==> src/verilog/csc_pkg.sv <==
/*
  Shared constants for the CPU-side control block: register map, field
  positions, reset values, cycle encodings and the CPU reset pulse length.
  Assumes a single 250 MHz clock and a 32-bit AHB-Lite register bus.
*/
`default_nettype none
package csc_pkg;
  // Register byte offsets
  localparam logic [7:0] ADDR_CTRL = 8'h00;
  localparam logic [7:0] ADDR_SLEEP = 8'h04;
  localparam logic [7:0] ADDR_PORTA = 8'h08;
  localparam logic [7:0] ADDR_STATUS = 8'h0C;
  localparam logic [7:0] ADDR_INTEN = 8'h10;
  localparam logic [7:0] ADDR_INTCLR = 8'h14;
  localparam logic [7:0] ADDR_STATE = 8'h18;
  // Field positions
  localparam int CTRL_MISS_BIT = 0;
  localparam int SLEEP_PIN_BIT = 7;
  localparam int PORTA_SWRST_BIT = 0;
  localparam int INT_RESET = 0;
  localparam int INT_FPUERR = 1;
  localparam int INT_SHUTDOWN = 2;
  localparam int INT_HOLD = 3;
  localparam int INT_W = 4;
  // Reset values
  localparam logic [7:0] CTRL_RST = 8'h00;
  localparam logic [7:0] SLEEP_RST = 8'h80;
  // Synchronised pin vector layout and idle levels
  localparam int SY_CHRDY = 0;
  localparam int SY_BUSY = 1;
  localparam int SY_ERR = 2;
  localparam int SY_PEREQ = 3;
  localparam int SY_DMA_HOLD_REQUEST_IN = 4;
  localparam int SY_BUS_RESET_DRIVE_IN = 5;
  localparam int SY_KBDRC = 6;
  localparam int SY_MISS = 7;
  localparam int SY_W = 8;
  localparam logic [7:0] SY_IDLE = 8'h87;
  // I/O ports and special cycle byte enables
  localparam logic [15:0] PORT_RESET = 16'h00EF;
  localparam logic [15:0] PORT_FPU_CLR = 16'h00F0;
  localparam logic [15:0] PORT_FPU_RST = 16'h00F1;
  localparam logic [3:0] BE_SHUTDOWN = 4'hE;
  // Timing
  localparam int CLK_MHZ = 250;
  localparam int RESET_PULSE_NS = 64;
  localparam int RESET_PULSE_CYC = (RESET_PULSE_NS * CLK_MHZ + 999) / 1000;
  localparam int RST_CNT_W = 5;
  // Cycle type from memory/io, data/code, write/read
  typedef enum logic [2:0] {
    CSC_CYC_INTA = 3'b000,
    CSC_CYC_SPECIAL = 3'b001,
    CSC_CYC_IORD = 3'b010,
    CSC_CYC_IOWR = 3'b011,
    CSC_CYC_CODE = 3'b100,
    CSC_CYC_RSVD = 3'b101,
    CSC_CYC_MEMRD = 3'b110,
    CSC_CYC_MEMWR = 3'b111
  } csc_cycle_t;
endpackage
`default_nettype wire

==> src/verilog/csc_sync.sv <==
/*
  Three-stage synchroniser for a vector of pin inputs. A bit's output
  changes only once the second and third stages agree.
  Assumes inputs are asynchronous to clk; one clock, synchronous reset.
*/
`timescale 1ns/100ps
`default_nettype none
module csc_sync #(
  parameter int W = 8,
  parameter logic [W-1:0] IDLE = '0
) (
  input wire logic clk,
  input wire logic rst_b,
  input wire logic [W-1:0] pinIn,
  output logic [W-1:0] syncOut
);
  typedef struct packed {
    logic [W-1:0] s1;
    logic [W-1:0] s2;
    logic [W-1:0] s3;
    logic [W-1:0] val;
  } csc_sync_state_t;

  csc_sync_state_t q;
  csc_sync_state_t d;

  // Stage one feeds only stage two, so no logic sees a metastable value
  always_comb
  begin
    d = q;
    d.s1 = pinIn;
    d.s2 = q.s1;
    d.s3 = q.s2;
    for (int i = 0; i < W; i++)
    begin
      if (q.s2[i] == q.s3[i])
      begin
        d.val[i] = q.s3[i];
      end
    end
  end

  always_ff @(posedge clk)
  begin
    if (!rst_b)
    begin
      q <= '{s1: IDLE, s2: IDLE, s3: IDLE, val: IDLE};
    end
    else
    begin
      q <= d;
    end
  end

  assign syncOut = q.val;
endmodule
`default_nettype wire

==> src/verilog/csc_cycle_decode.sv <==
/*
  Combinational decode of a CPU bus cycle: cycle type, shutdown and the
  I/O port hits that steer reset and coprocessor handling.
  Assumes inputs are stable while the address strobe is low.
*/
`timescale 1ns/100ps
`default_nettype none
module csc_cycle_decode (
  input wire logic memOrIo,
  input wire logic dataOrCode,
  input wire logic writeOrRead,
  input wire logic [3:0] byteEnN,
  input wire logic [15:2] cpuAddr,
  output csc_pkg::csc_cycle_t cycType,
  output logic isShutdown,
  output logic hitReset,
  output logic hitFpuClr,
  output logic hitFpuRst
);
  // Byte address of the lowest enabled lane compared with a port number
  function automatic logic portHit(input logic [15:2] a, input logic [3:0] be,
                                   input logic [15:0] port);
    logic [1:0] lane;
    lane = 2'h3;
    if (!be[0])
      lane = 2'h0;
    else if (!be[1])
      lane = 2'h1;
    else if (!be[2])
      lane = 2'h2;
    portHit = ({a, lane} == port);
  endfunction

  // Status pins form the cycle code directly
  assign cycType = csc_pkg::csc_cycle_t'({memOrIo, dataOrCode, writeOrRead});
  assign isShutdown = (cycType == csc_pkg::CSC_CYC_SPECIAL)
                      && (byteEnN == csc_pkg::BE_SHUTDOWN);
  assign hitReset = (cycType == csc_pkg::CSC_CYC_IORD)
                    && portHit(cpuAddr, byteEnN, csc_pkg::PORT_RESET);
  assign hitFpuClr = (cycType == csc_pkg::CSC_CYC_IOWR)
                     && portHit(cpuAddr, byteEnN, csc_pkg::PORT_FPU_CLR);
  assign hitFpuRst = (cycType == csc_pkg::CSC_CYC_IOWR)
                     && portHit(cpuAddr, byteEnN, csc_pkg::PORT_FPU_RST);
endmodule
`default_nettype wire

==> src/verilog/csc_cpu_side.sv <==
/*
  CPU-side control: cycle decode and start, ready merge, hold handshake,
  CPU reset pulse, coprocessor busy/error/request relay, sleep/miss pin,
  AHB-Lite register slave with a level interrupt.
  Assumes clk is the looped-back double-frequency clock, that the CPU,
  loop-back ready and channel status pins share that clock, and that
  the other pins are asynchronous.
*/
// Summary of operation
// - Classify cycle from data/code and memory/io
// - Low address strobe starts cycle, samples command
// - All state clocked by loop-back clock
// - Oscillator reproduced as CPU double clock out
// - Pin mirrors sleep bit7; control bit0 makes miss
// - Ready out is DRAM ready OR channel ready during slot cycles
// - Low ready input completes current cycle
// - Hold request from DMA request or refresh
// - Pulse CPU reset on five reset sources
// - Coprocessor error output low during CPU reset
// - Busy follows coprocessor, latched after error
// - Operand request forced after error until F0h
// - RAM write strobe low only on writes
// - Upper address copies forced low under hold
// - Write/read select decoded into cycle type
`timescale 1ns/100ps
`default_nettype none
module csc_cpu_side (
  input wire logic clk,
  input wire logic rst_b,
  input wire logic hsel,
  input wire logic [31:0] haddr,
  input wire logic [1:0] htrans,
  input wire logic hwrite,
  input wire logic [2:0] hsize,
  input wire logic [31:0] hwdata,
  input wire logic hready,
  output logic hreadyout,
  output logic [31:0] hrdata,
  output logic hresp,
  input wire logic oscDoubleFreqIn,
  output logic cpuDoubleClockOut,
  input wire logic addrStrobeN,
  input wire logic dataOrCode,
  input wire logic memOrIo,
  input wire logic writeOrRead,
  input wire logic [3:0] byteEnN,
  input wire logic [15:2] cpuAddr,
  input wire logic [2:0] upperAddr,
  output logic [2:0] upperAddrInt,
  input wire logic readyInN,
  output logic readyOutN,
  input wire logic dramReady,
  input wire logic slotCycle,
  input wire logic channelReadyN,
  input wire logic holdAck,
  output logic holdRequest,
  input wire logic dmaHoldRequestIn,
  input wire logic coupledRefreshReq,
  input wire logic channelStatus1ReadN,
  input wire logic channelStatus0WriteN,
  output logic memReadN,
  output logic ramWriteN,
  output logic cpuResetOut,
  input wire logic busResetDriveIn,
  input wire logic kbdResetCmdIn,
  input wire logic fpuErrorInN,
  input wire logic fpuBusyInN,
  input wire logic fpuOperandRequestIn,
  output logic cpuFpuErrorN,
  output logic cpuFpuBusyN,
  output logic cpuOperandRequest,
  input wire logic sleepOrMissPinIn,
  output logic sleepOrMissPinOut,
  output logic sleepOrMissPinOe,
  output logic irq
);
  typedef struct packed {
    logic [7:0] ctrl;
    logic [7:0] sleep;
    logic [csc_pkg::INT_W-1:0] status;
    logic [csc_pkg::INT_W-1:0] inten;
    logic wrPend;
    logic [7:0] wrAddr;
    logic [31:0] rdata;
    logic cycActive;
    csc_pkg::csc_cycle_t cycType;
    logic slotCyc;
    logic readyOutN;
    logic memRdN;
    logic ramWrN;
    logic [2:0] upperInt;
    logic holdReq;
    logic [csc_pkg::RST_CNT_W-1:0] rstCnt;
    logic busyLatch;
    logic pereqForced;
    logic busyOutN;
    logic errOutN;
    logic pereqOut;
    logic rstdrvPrev;
    logic kbdPrev;
    logic hldaPrev;
  } csc_ctl_state_t;

  localparam int RST_HI_LAST = csc_pkg::RESET_PULSE_CYC - 1;

  csc_ctl_state_t q;
  csc_ctl_state_t d;
  logic [csc_pkg::SY_W-1:0] syncPins;
  csc_pkg::csc_cycle_t decType;
  logic decShutdown;
  logic decReset;
  logic decFpuClr;
  logic decFpuRst;
  logic busTake;
  logic cycStart;
  logic swReset;
  logic resetEvt;
  logic fpuClear;
  logic shutdownEvt;
  logic fpuBusy;
  logic fpuErr;

  // Asynchronous pins pass four flops before use (three stages plus the output register)
  csc_sync #(.W(csc_pkg::SY_W), .IDLE(csc_pkg::SY_IDLE)) uSync (
    .clk(clk),
    .rst_b(rst_b),
    .pinIn({sleepOrMissPinIn, kbdResetCmdIn, busResetDriveIn, dmaHoldRequestIn,
            fpuOperandRequestIn, fpuErrorInN, fpuBusyInN, channelReadyN}),
    .syncOut(syncPins)
  );

  // Cycle classification from the status pins
  csc_cycle_decode uDecode (
    .memOrIo(memOrIo),
    .dataOrCode(dataOrCode),
    .writeOrRead(writeOrRead),
    .byteEnN(byteEnN),
    .cpuAddr(cpuAddr),
    .cycType(decType),
    .isShutdown(decShutdown),
    .hitReset(decReset),
    .hitFpuClr(decFpuClr),
    .hitFpuRst(decFpuRst)
  );

  // Oscillator straight through; buffering only, no gating
  assign cpuDoubleClockOut = oscDoubleFreqIn;

  // Event terms shared by several fields
  assign busTake = hsel && htrans[1] && hready;
  assign cycStart = !addrStrobeN;
  assign swReset = q.wrPend && (q.wrAddr == csc_pkg::ADDR_PORTA)
                   && hwdata[csc_pkg::PORTA_SWRST_BIT];
  assign shutdownEvt = cycStart && decShutdown;
  assign resetEvt = swReset || (cycStart && decReset) || shutdownEvt
                    || (syncPins[csc_pkg::SY_BUS_RESET_DRIVE_IN] && !q.rstdrvPrev)
                    || (syncPins[csc_pkg::SY_KBDRC] && !q.kbdPrev);
  assign fpuClear = (cycStart && (decFpuClr || decFpuRst))
                    || syncPins[csc_pkg::SY_BUS_RESET_DRIVE_IN];
  assign fpuBusy = !syncPins[csc_pkg::SY_BUSY];
  assign fpuErr = !syncPins[csc_pkg::SY_ERR];

  // Next-state logic; every flop below runs on the loop-back clock
  always_comb
  begin
    d = q;
    d.rstdrvPrev = syncPins[csc_pkg::SY_BUS_RESET_DRIVE_IN];
    d.kbdPrev = syncPins[csc_pkg::SY_KBDRC];
    d.hldaPrev = holdAck;
    // Bus cycle tracking: strobe opens, ready input closes
    if (cycStart)
    begin
      d.cycActive = 1'b1;
      d.cycType = decType;
      d.slotCyc = slotCycle;
    end
    else if (!readyInN)
    begin
      d.cycActive = 1'b0;
    end
    // Merged ready; channel ready only counts on slot accesses
    d.readyOutN = !(dramReady
                    || (q.cycActive && q.slotCyc && !syncPins[csc_pkg::SY_CHRDY]));
    // Memory controls: masters drive them while the CPU is off the bus
    if (holdAck)
    begin
      d.memRdN = channelStatus1ReadN;
      d.ramWrN = channelStatus0WriteN;
    end
    else
    begin
      d.memRdN = !(q.cycActive && (q.cycType == csc_pkg::CSC_CYC_MEMRD
                                   || q.cycType == csc_pkg::CSC_CYC_CODE));
      d.ramWrN = !(q.cycActive && q.cycType == csc_pkg::CSC_CYC_MEMWR);
    end
    // Masters must not reach the protected upper regions
    d.upperInt = holdAck ? 3'h0 : upperAddr;
    d.holdReq = syncPins[csc_pkg::SY_DMA_HOLD_REQUEST_IN] || coupledRefreshReq;
    // Reset pulse; a new source retriggers the full length
    if (resetEvt)
      d.rstCnt = csc_pkg::RST_CNT_W'(csc_pkg::RESET_PULSE_CYC);
    else if (q.rstCnt != '0)
      d.rstCnt = q.rstCnt - 1'b1;
    // Busy latch: set wins, so an error in the clear cycle survives
    if (fpuErr)
      d.busyLatch = 1'b1;
    else if (fpuClear)
      d.busyLatch = 1'b0;
    // Forced request once the error outlives busy
    if (fpuErr && !fpuBusy)
      d.pereqForced = 1'b1;
    else if (cycStart && decFpuClr)
      d.pereqForced = 1'b0;
    d.busyOutN = !(fpuBusy || q.busyLatch);
    d.pereqOut = syncPins[csc_pkg::SY_PEREQ] || q.pereqForced;
    // Error held low through reset to pick the 32-bit interface
    d.errOutN = (d.rstCnt != '0) ? 1'b0 : syncPins[csc_pkg::SY_ERR];
    // Register bus data phase: writes land one cycle after the address
    d.wrPend = busTake && hwrite;
    if (busTake)
      d.wrAddr = haddr[7:0];
    if (q.wrPend)
    begin
      if (q.wrAddr == csc_pkg::ADDR_CTRL)
        d.ctrl = hwdata[7:0];
      else if (q.wrAddr == csc_pkg::ADDR_SLEEP)
        d.sleep = hwdata[7:0];
      else if (q.wrAddr == csc_pkg::ADDR_INTEN)
        d.inten = hwdata[csc_pkg::INT_W-1:0];
      else if (q.wrAddr == csc_pkg::ADDR_INTCLR)
        d.status = q.status & ~hwdata[csc_pkg::INT_W-1:0];
    end
    // Sticky events after the clear so a same-cycle set wins
    d.status[csc_pkg::INT_RESET] = d.status[csc_pkg::INT_RESET] || resetEvt;
    d.status[csc_pkg::INT_FPUERR] = d.status[csc_pkg::INT_FPUERR] || fpuErr;
    d.status[csc_pkg::INT_SHUTDOWN] = d.status[csc_pkg::INT_SHUTDOWN] || shutdownEvt;
    d.status[csc_pkg::INT_HOLD] = d.status[csc_pkg::INT_HOLD] || (holdAck && !q.hldaPrev);
    // Read data captured in the address phase, unmapped reads give zero
    if (busTake && !hwrite)
    begin
      if (haddr[7:0] == csc_pkg::ADDR_CTRL)
        d.rdata = {24'h000000, q.ctrl};
      else if (haddr[7:0] == csc_pkg::ADDR_SLEEP)
        d.rdata = {24'h000000, q.sleep};
      else if (haddr[7:0] == csc_pkg::ADDR_STATUS)
        d.rdata = {28'h0000000, q.status};
      else if (haddr[7:0] == csc_pkg::ADDR_INTEN)
        d.rdata = {28'h0000000, q.inten};
      else if (haddr[7:0] == csc_pkg::ADDR_STATE)
        d.rdata = {22'h000000, syncPins[csc_pkg::SY_MISS], q.cycType, q.cycActive,
                   q.pereqForced, q.busyLatch, q.holdReq, holdAck, q.rstCnt != '0};
      else
        d.rdata = 32'h00000000;
    end
  end

  always_ff @(posedge clk)
  begin
    if (!rst_b)
    begin
      q <= '0;
      q.ctrl <= csc_pkg::CTRL_RST;
      q.sleep <= csc_pkg::SLEEP_RST;
      q.cycType <= csc_pkg::CSC_CYC_INTA;
      q.readyOutN <= 1'b1;
      q.memRdN <= 1'b1;
      q.ramWrN <= 1'b1;
      q.busyOutN <= 1'b1;
      q.errOutN <= 1'b1;
    end
    else
    begin
      q <= d;
    end
  end

  // Outputs; bus is zero-wait and always OKAY
  assign hreadyout = 1'b1;
  assign hresp = 1'b0;
  assign hrdata = q.rdata;
  assign upperAddrInt = q.upperInt;
  assign readyOutN = q.readyOutN;
  assign holdRequest = q.holdReq;
  assign memReadN = q.memRdN;
  assign ramWriteN = q.ramWrN;
  assign cpuResetOut = (q.rstCnt != '0);
  assign cpuFpuErrorN = q.errOutN;
  assign cpuFpuBusyN = q.busyOutN;
  assign cpuOperandRequest = q.pereqOut;
  assign irq = |(q.status & q.inten);
  // Open drain: pulls low while sleep bit7 is 0; released in miss mode
  assign sleepOrMissPinOut = 1'b0;
  assign sleepOrMissPinOe = !q.ctrl[csc_pkg::CTRL_MISS_BIT]
                            && !q.sleep[csc_pkg::SLEEP_PIN_BIT];
endmodule
`default_nettype wire

==> config.mk <==
export PLATFORM = sky130hd
export DESIGN_NAME = csc_cpu_side
export DESIGN_NICKNAME = d
export VERILOG_FILES = /design/src/verilog/csc_pkg.sv /design/src/verilog/csc_sync.sv /design/src/verilog/csc_cycle_decode.sv /design/src/verilog/csc_cpu_side.sv
export SDC_FILE = /design/constraint.sdc
export NUM_CORES = 1
export LEC_CHECK = 0
export ABC_AREA = 1
export BUFFER_PORTS_ARGS = -buffer_cell sky130_fd_sc_hd__buf_2
export CELL_PAD_IN_SITES_DETAIL_PLACEMENT = 0
export CELL_PAD_IN_SITES_GLOBAL_PLACEMENT = 1
export CORE_AREA = 3 3 117 119
export DETAILED_ROUTE_END_ITERATION = 7
export DIE_AREA = 0 0 120 122
export PLACE_DENSITY = 0.76
export RECOVER_POWER = 25
export SLEW_MARGIN = 20
export SYNTH_ARGS = -nofsm -noshare
export SYNTH_HDL_FRONTEND = slang
export SYNTH_SLANG_ARGS = --single-unit
==> constraint.sdc <==
create_clock -name clk -period 1.4 [get_ports clk]
set_input_delay 0 -clock clk [delete_from_list [all_inputs] [get_ports clk]]
set_output_delay 0 -clock clk [all_outputs]
set_load 0.02 [all_outputs]
==> impl_results.md <==
- Via count: 3784
- Syn-to-layout area delta: 28.9%
- DPL Wire Length: 7720 um
- Post-route setup slack: 0.127 ns
- Share of total power in combinational logic: 0.186
- Fillers: 1305
- Post-synth EDFFs: 0
- PwrDens: 1200 mW/mm^2
- Sequential element share of the synthesized area: 0.455
- DR pass1 iterations: 4
- Max FO, Critical Path: 3
- Largest net degree at the start of global routing: 53
- Max Cap Viol: 0
- Hold path depth: 0
- Initial Util: 0.347
- Worst-path clk slew: 0.07 ns
- Switching power: 2.00 mW
- Routed Antenna Nets: 0
- Worst setup SP type: flip-flop
- Clock power share: 0.361
- Hold EP: cpuDoubleClockOut
- Die ar.: 0.0146 sq mm
- Placed Cells: 806
- Slew Viols, Final: 0
- Crit Path Category: flip-flop to flip-flop
- Clock period minus worst slack: 1.27 ns
- Final #Nets: 803
- Peak VDD IR: 0.739 mV
- Sw Share: 0.294
- Worst Hold Launch: oscDoubleFreqIn
- Vias in the first global route: 3669
- Critical path endpoint category: flip-flop
- Reg2Reg Launch Point: q[58]
- # setup viols final: 0
- TritonCTS buffer count: 9
- Final period utilization: 0.909
- Clock Path Buffers: 2
- Most numerous cell in the Yosys netlist: nand2_1
- CTS tree: yes
- Worst Path Required: 1.64 ns
- Top cells by area, synth: dfxtp_1 (46%), nand2_1 (8.6%), buf_4 (6.8%), inv_1 (5.3%), nor2_1 (5.2%)
- Final Hold Fails: 0
- Syn Inst Count: 573
- Io pins: 164
- DRC viols: 0
- Top cell type's share of synthesized area: 0.455
- Post-synth top flop: dfxtp_1
- Clock sinks: 100
- Achievable frequency: 785 MHz
- Synthesized area: 0.00440 sq mm
- Drt initial violations: 151
- Avg Inst Size Synth: 7.68 sq um
- Clock root cell: clkbuf_16
- Vias per cell: 4.38
- Clk_skew: 0.00587 ns
- Floorplan core area: 0.0127 sq mm
- Final std cells w/o fill: 864
- Synth area leader: dfxtp_1
- Storage element area: 0.00200 sq mm
- Leak: 2.74 nW
- Site Rows: 41
- YS warnings: 0
- GRT overflow: 0
- Worst skew pair latency: 0.35 ns
- First-pass GRT wire length: 17200 um
- Overall routing resource usage: 0.146
- Setup WS pre-CTS: 0.0170 ns
- Unique masters post-synth: 40
- Worst R2R End: q[71]
- Routed WL: 10600 um
- Worst r2r path cells: 6
- Reg-to-reg slack, setup: 0.13 ns
- Seq cells post-synth: 100
- Share of cells above drive strength 1: 0.263
- Ant. Diodes: 0
- Post-synth top cells: nand2_1 (101), dfxtp_1 (100), inv_1 (62), nor2_1 (61), buf_4 (40)
- Gpl congestion: 0.828
- Multi-input logic area: 0.00191 sq mm
- Async S/R FF share, synth: 0
- Wire per inst: 12.2 um
- Status: finished clean
- IO buf count: 84
- Die W: 120 um
- Worst min-delay path class: input pin to primary output
- Die Y: 122 um
- Seq pwr share: 0.453
- Critical Path AT: 1.51 ns
- Antenna violations before repair: 0
- H-tree depth: 3
- Int Power: 4.80 mW
==> per-layer routing <==
metal	vias to the layer above	global-route usage	part of all wire
li1	1979	-	-
met1	1704	0.179	0.45
met2	89	0.260	0.50
met3	12	0.0376	0.047
met4	0	0.0322	0.011
met5	-	0	0
==> cells in the final DEF, fill, tap and decap left out, types with 4 or more instances in the layout <==
cell type / synthesis / layout
a211oi_2: 6 / 6
a21oi_1: 38 / 37
buf_2: 7 / 78
buf_4: 40 / 8
buf_6: 1 / 5
clkbuf_16: 0 / 9
conb_1: 2 / 25
dfxtp_1: 100 / 99
dlygate4sd3_1: 0 / 36
inv_1: 62 / 60
inv_2: 15 / 14
inv_6: 0 / 4
nand2_1: 101 / 97
nand2_2: 6 / 7
nand2_4: 1 / 4
nand3_1: 36 / 32
nand3_2: 4 / 7
nand4_1: 4 / 4
nor2_1: 61 / 57
nor2_2: 6 / 7
nor2_4: 4 / 7
nor3_1: 6 / 6
o21ai_0: 27 / 25
o21ai_1: 8 / 10
or2_2: 9 / 9
==> how the worst max path moves through the flow <==
stage / end / startpoint / cells after the start
5_1_grt: q[88] / q[58] / 7
3_3_place_gp: cpuFpuErrorN / q[8] / 7
2_1_floorplan: cpuFpuErrorN / q[8] / 8
4_1_cts: hrdata[2] / haddr[1] / 11
6_report: q[71] / q[58] / 6
3_5_place_dp: cpuFpuErrorN / q[8] / 8
==> metrics by stage <==
step / util / TNS [ns] / area [sq um] / power [mW] / hold slack (ns)
final: 0.448 / 0 / 5670 / 6.79 / 0.00000668
after global routing: 0.448 / -0.00311 / 5670 / 7.17 / 0.0000413
after CTS: 0.434 / 0 / 5500 / 6.80 / 0.000236
after detailed placement: 0.379 / 0 / 4810 / 4.21 / 0.000236
after global placement: 0.379 / 0 / 4810 / 4.19 / 0.000236
after floorplan: - / 0 / 4480 / 3.96 / 0.0959
==> sequential cells by signal, summed over array words and instances, names as in the netlist <==
name,flops
q,48
uSync.d,16
hrdata,10
uSync.q,8
uSync.syncOut,8
upperAddrInt,3
cpuFpuBusyN,1
cpuFpuErrorN,1
cpuOperandRequest,1
holdRequest,1
memReadN,1
ramWriteN,1
readyOutN,1
==> layout make-up <==
cell class / count / area share
Timing Repair Buffer: 134 / 0.165
Clock buffer: 10 / 0.0421
Tap cell: 172 / 0.0380
Clock inverter: 6 / 0.00949
Inverter: 78 / 0.0552
Multi-Input combinational cell: 364 / 0.337
Sequential cell: 100 / 0.353
==> worst max-delay path, stage by stage (launching register included) <==
cell and delay, ns:
dfxtp_1 0.33, nor2_4 0.17, nand3_2 0.10, nor2_1 0.17, nand2_1 0.13, o211ai_1 0.19, nand2_1 0.07
==> cells by family (layout without fill, tap and decap cells) <==
family                   after synthesis  count (layout)  share of synthesized area
buffers and inverters                132             228                      0.155
flip-flops                           100             100                      0.455
multiplexers                           1               1                    0.00228
AO/OA/AOI/OAI                         91              91                      0.121
adder cells (fa/ha/maj)                1               1                    0.00284
other                                  2              25                    0.00171
AND/OR/NAND/NOR                      246             246                      0.262
==> power by group through the flow <==
stage | sequential [mW] | combinational (mW) | clock [mW]
5_1_grt | 3.09 | 1.43 | 2.65
3_5_place_dp | 3.13 | 1.08 | 0
2_1_floorplan | 3.13 | 0.825 | 0
4_1_cts | 3.06 | 1.20 | 2.53
3_3_place_gp | 3.13 | 1.06 | 0
6_report | 3.07 | 1.26 | 2.45
==> what timing repair did <==
item                                    CTS  global route
hold buffers                             39             0
gates cloned                              0             1
pin swaps                                 0            15
buffers inserted                          0             5
endpoints found under the setup margin    1            30
endpoints found under the hold margin    42             0
resized for setup                         2            50
(Power assumes the default switching activity.)
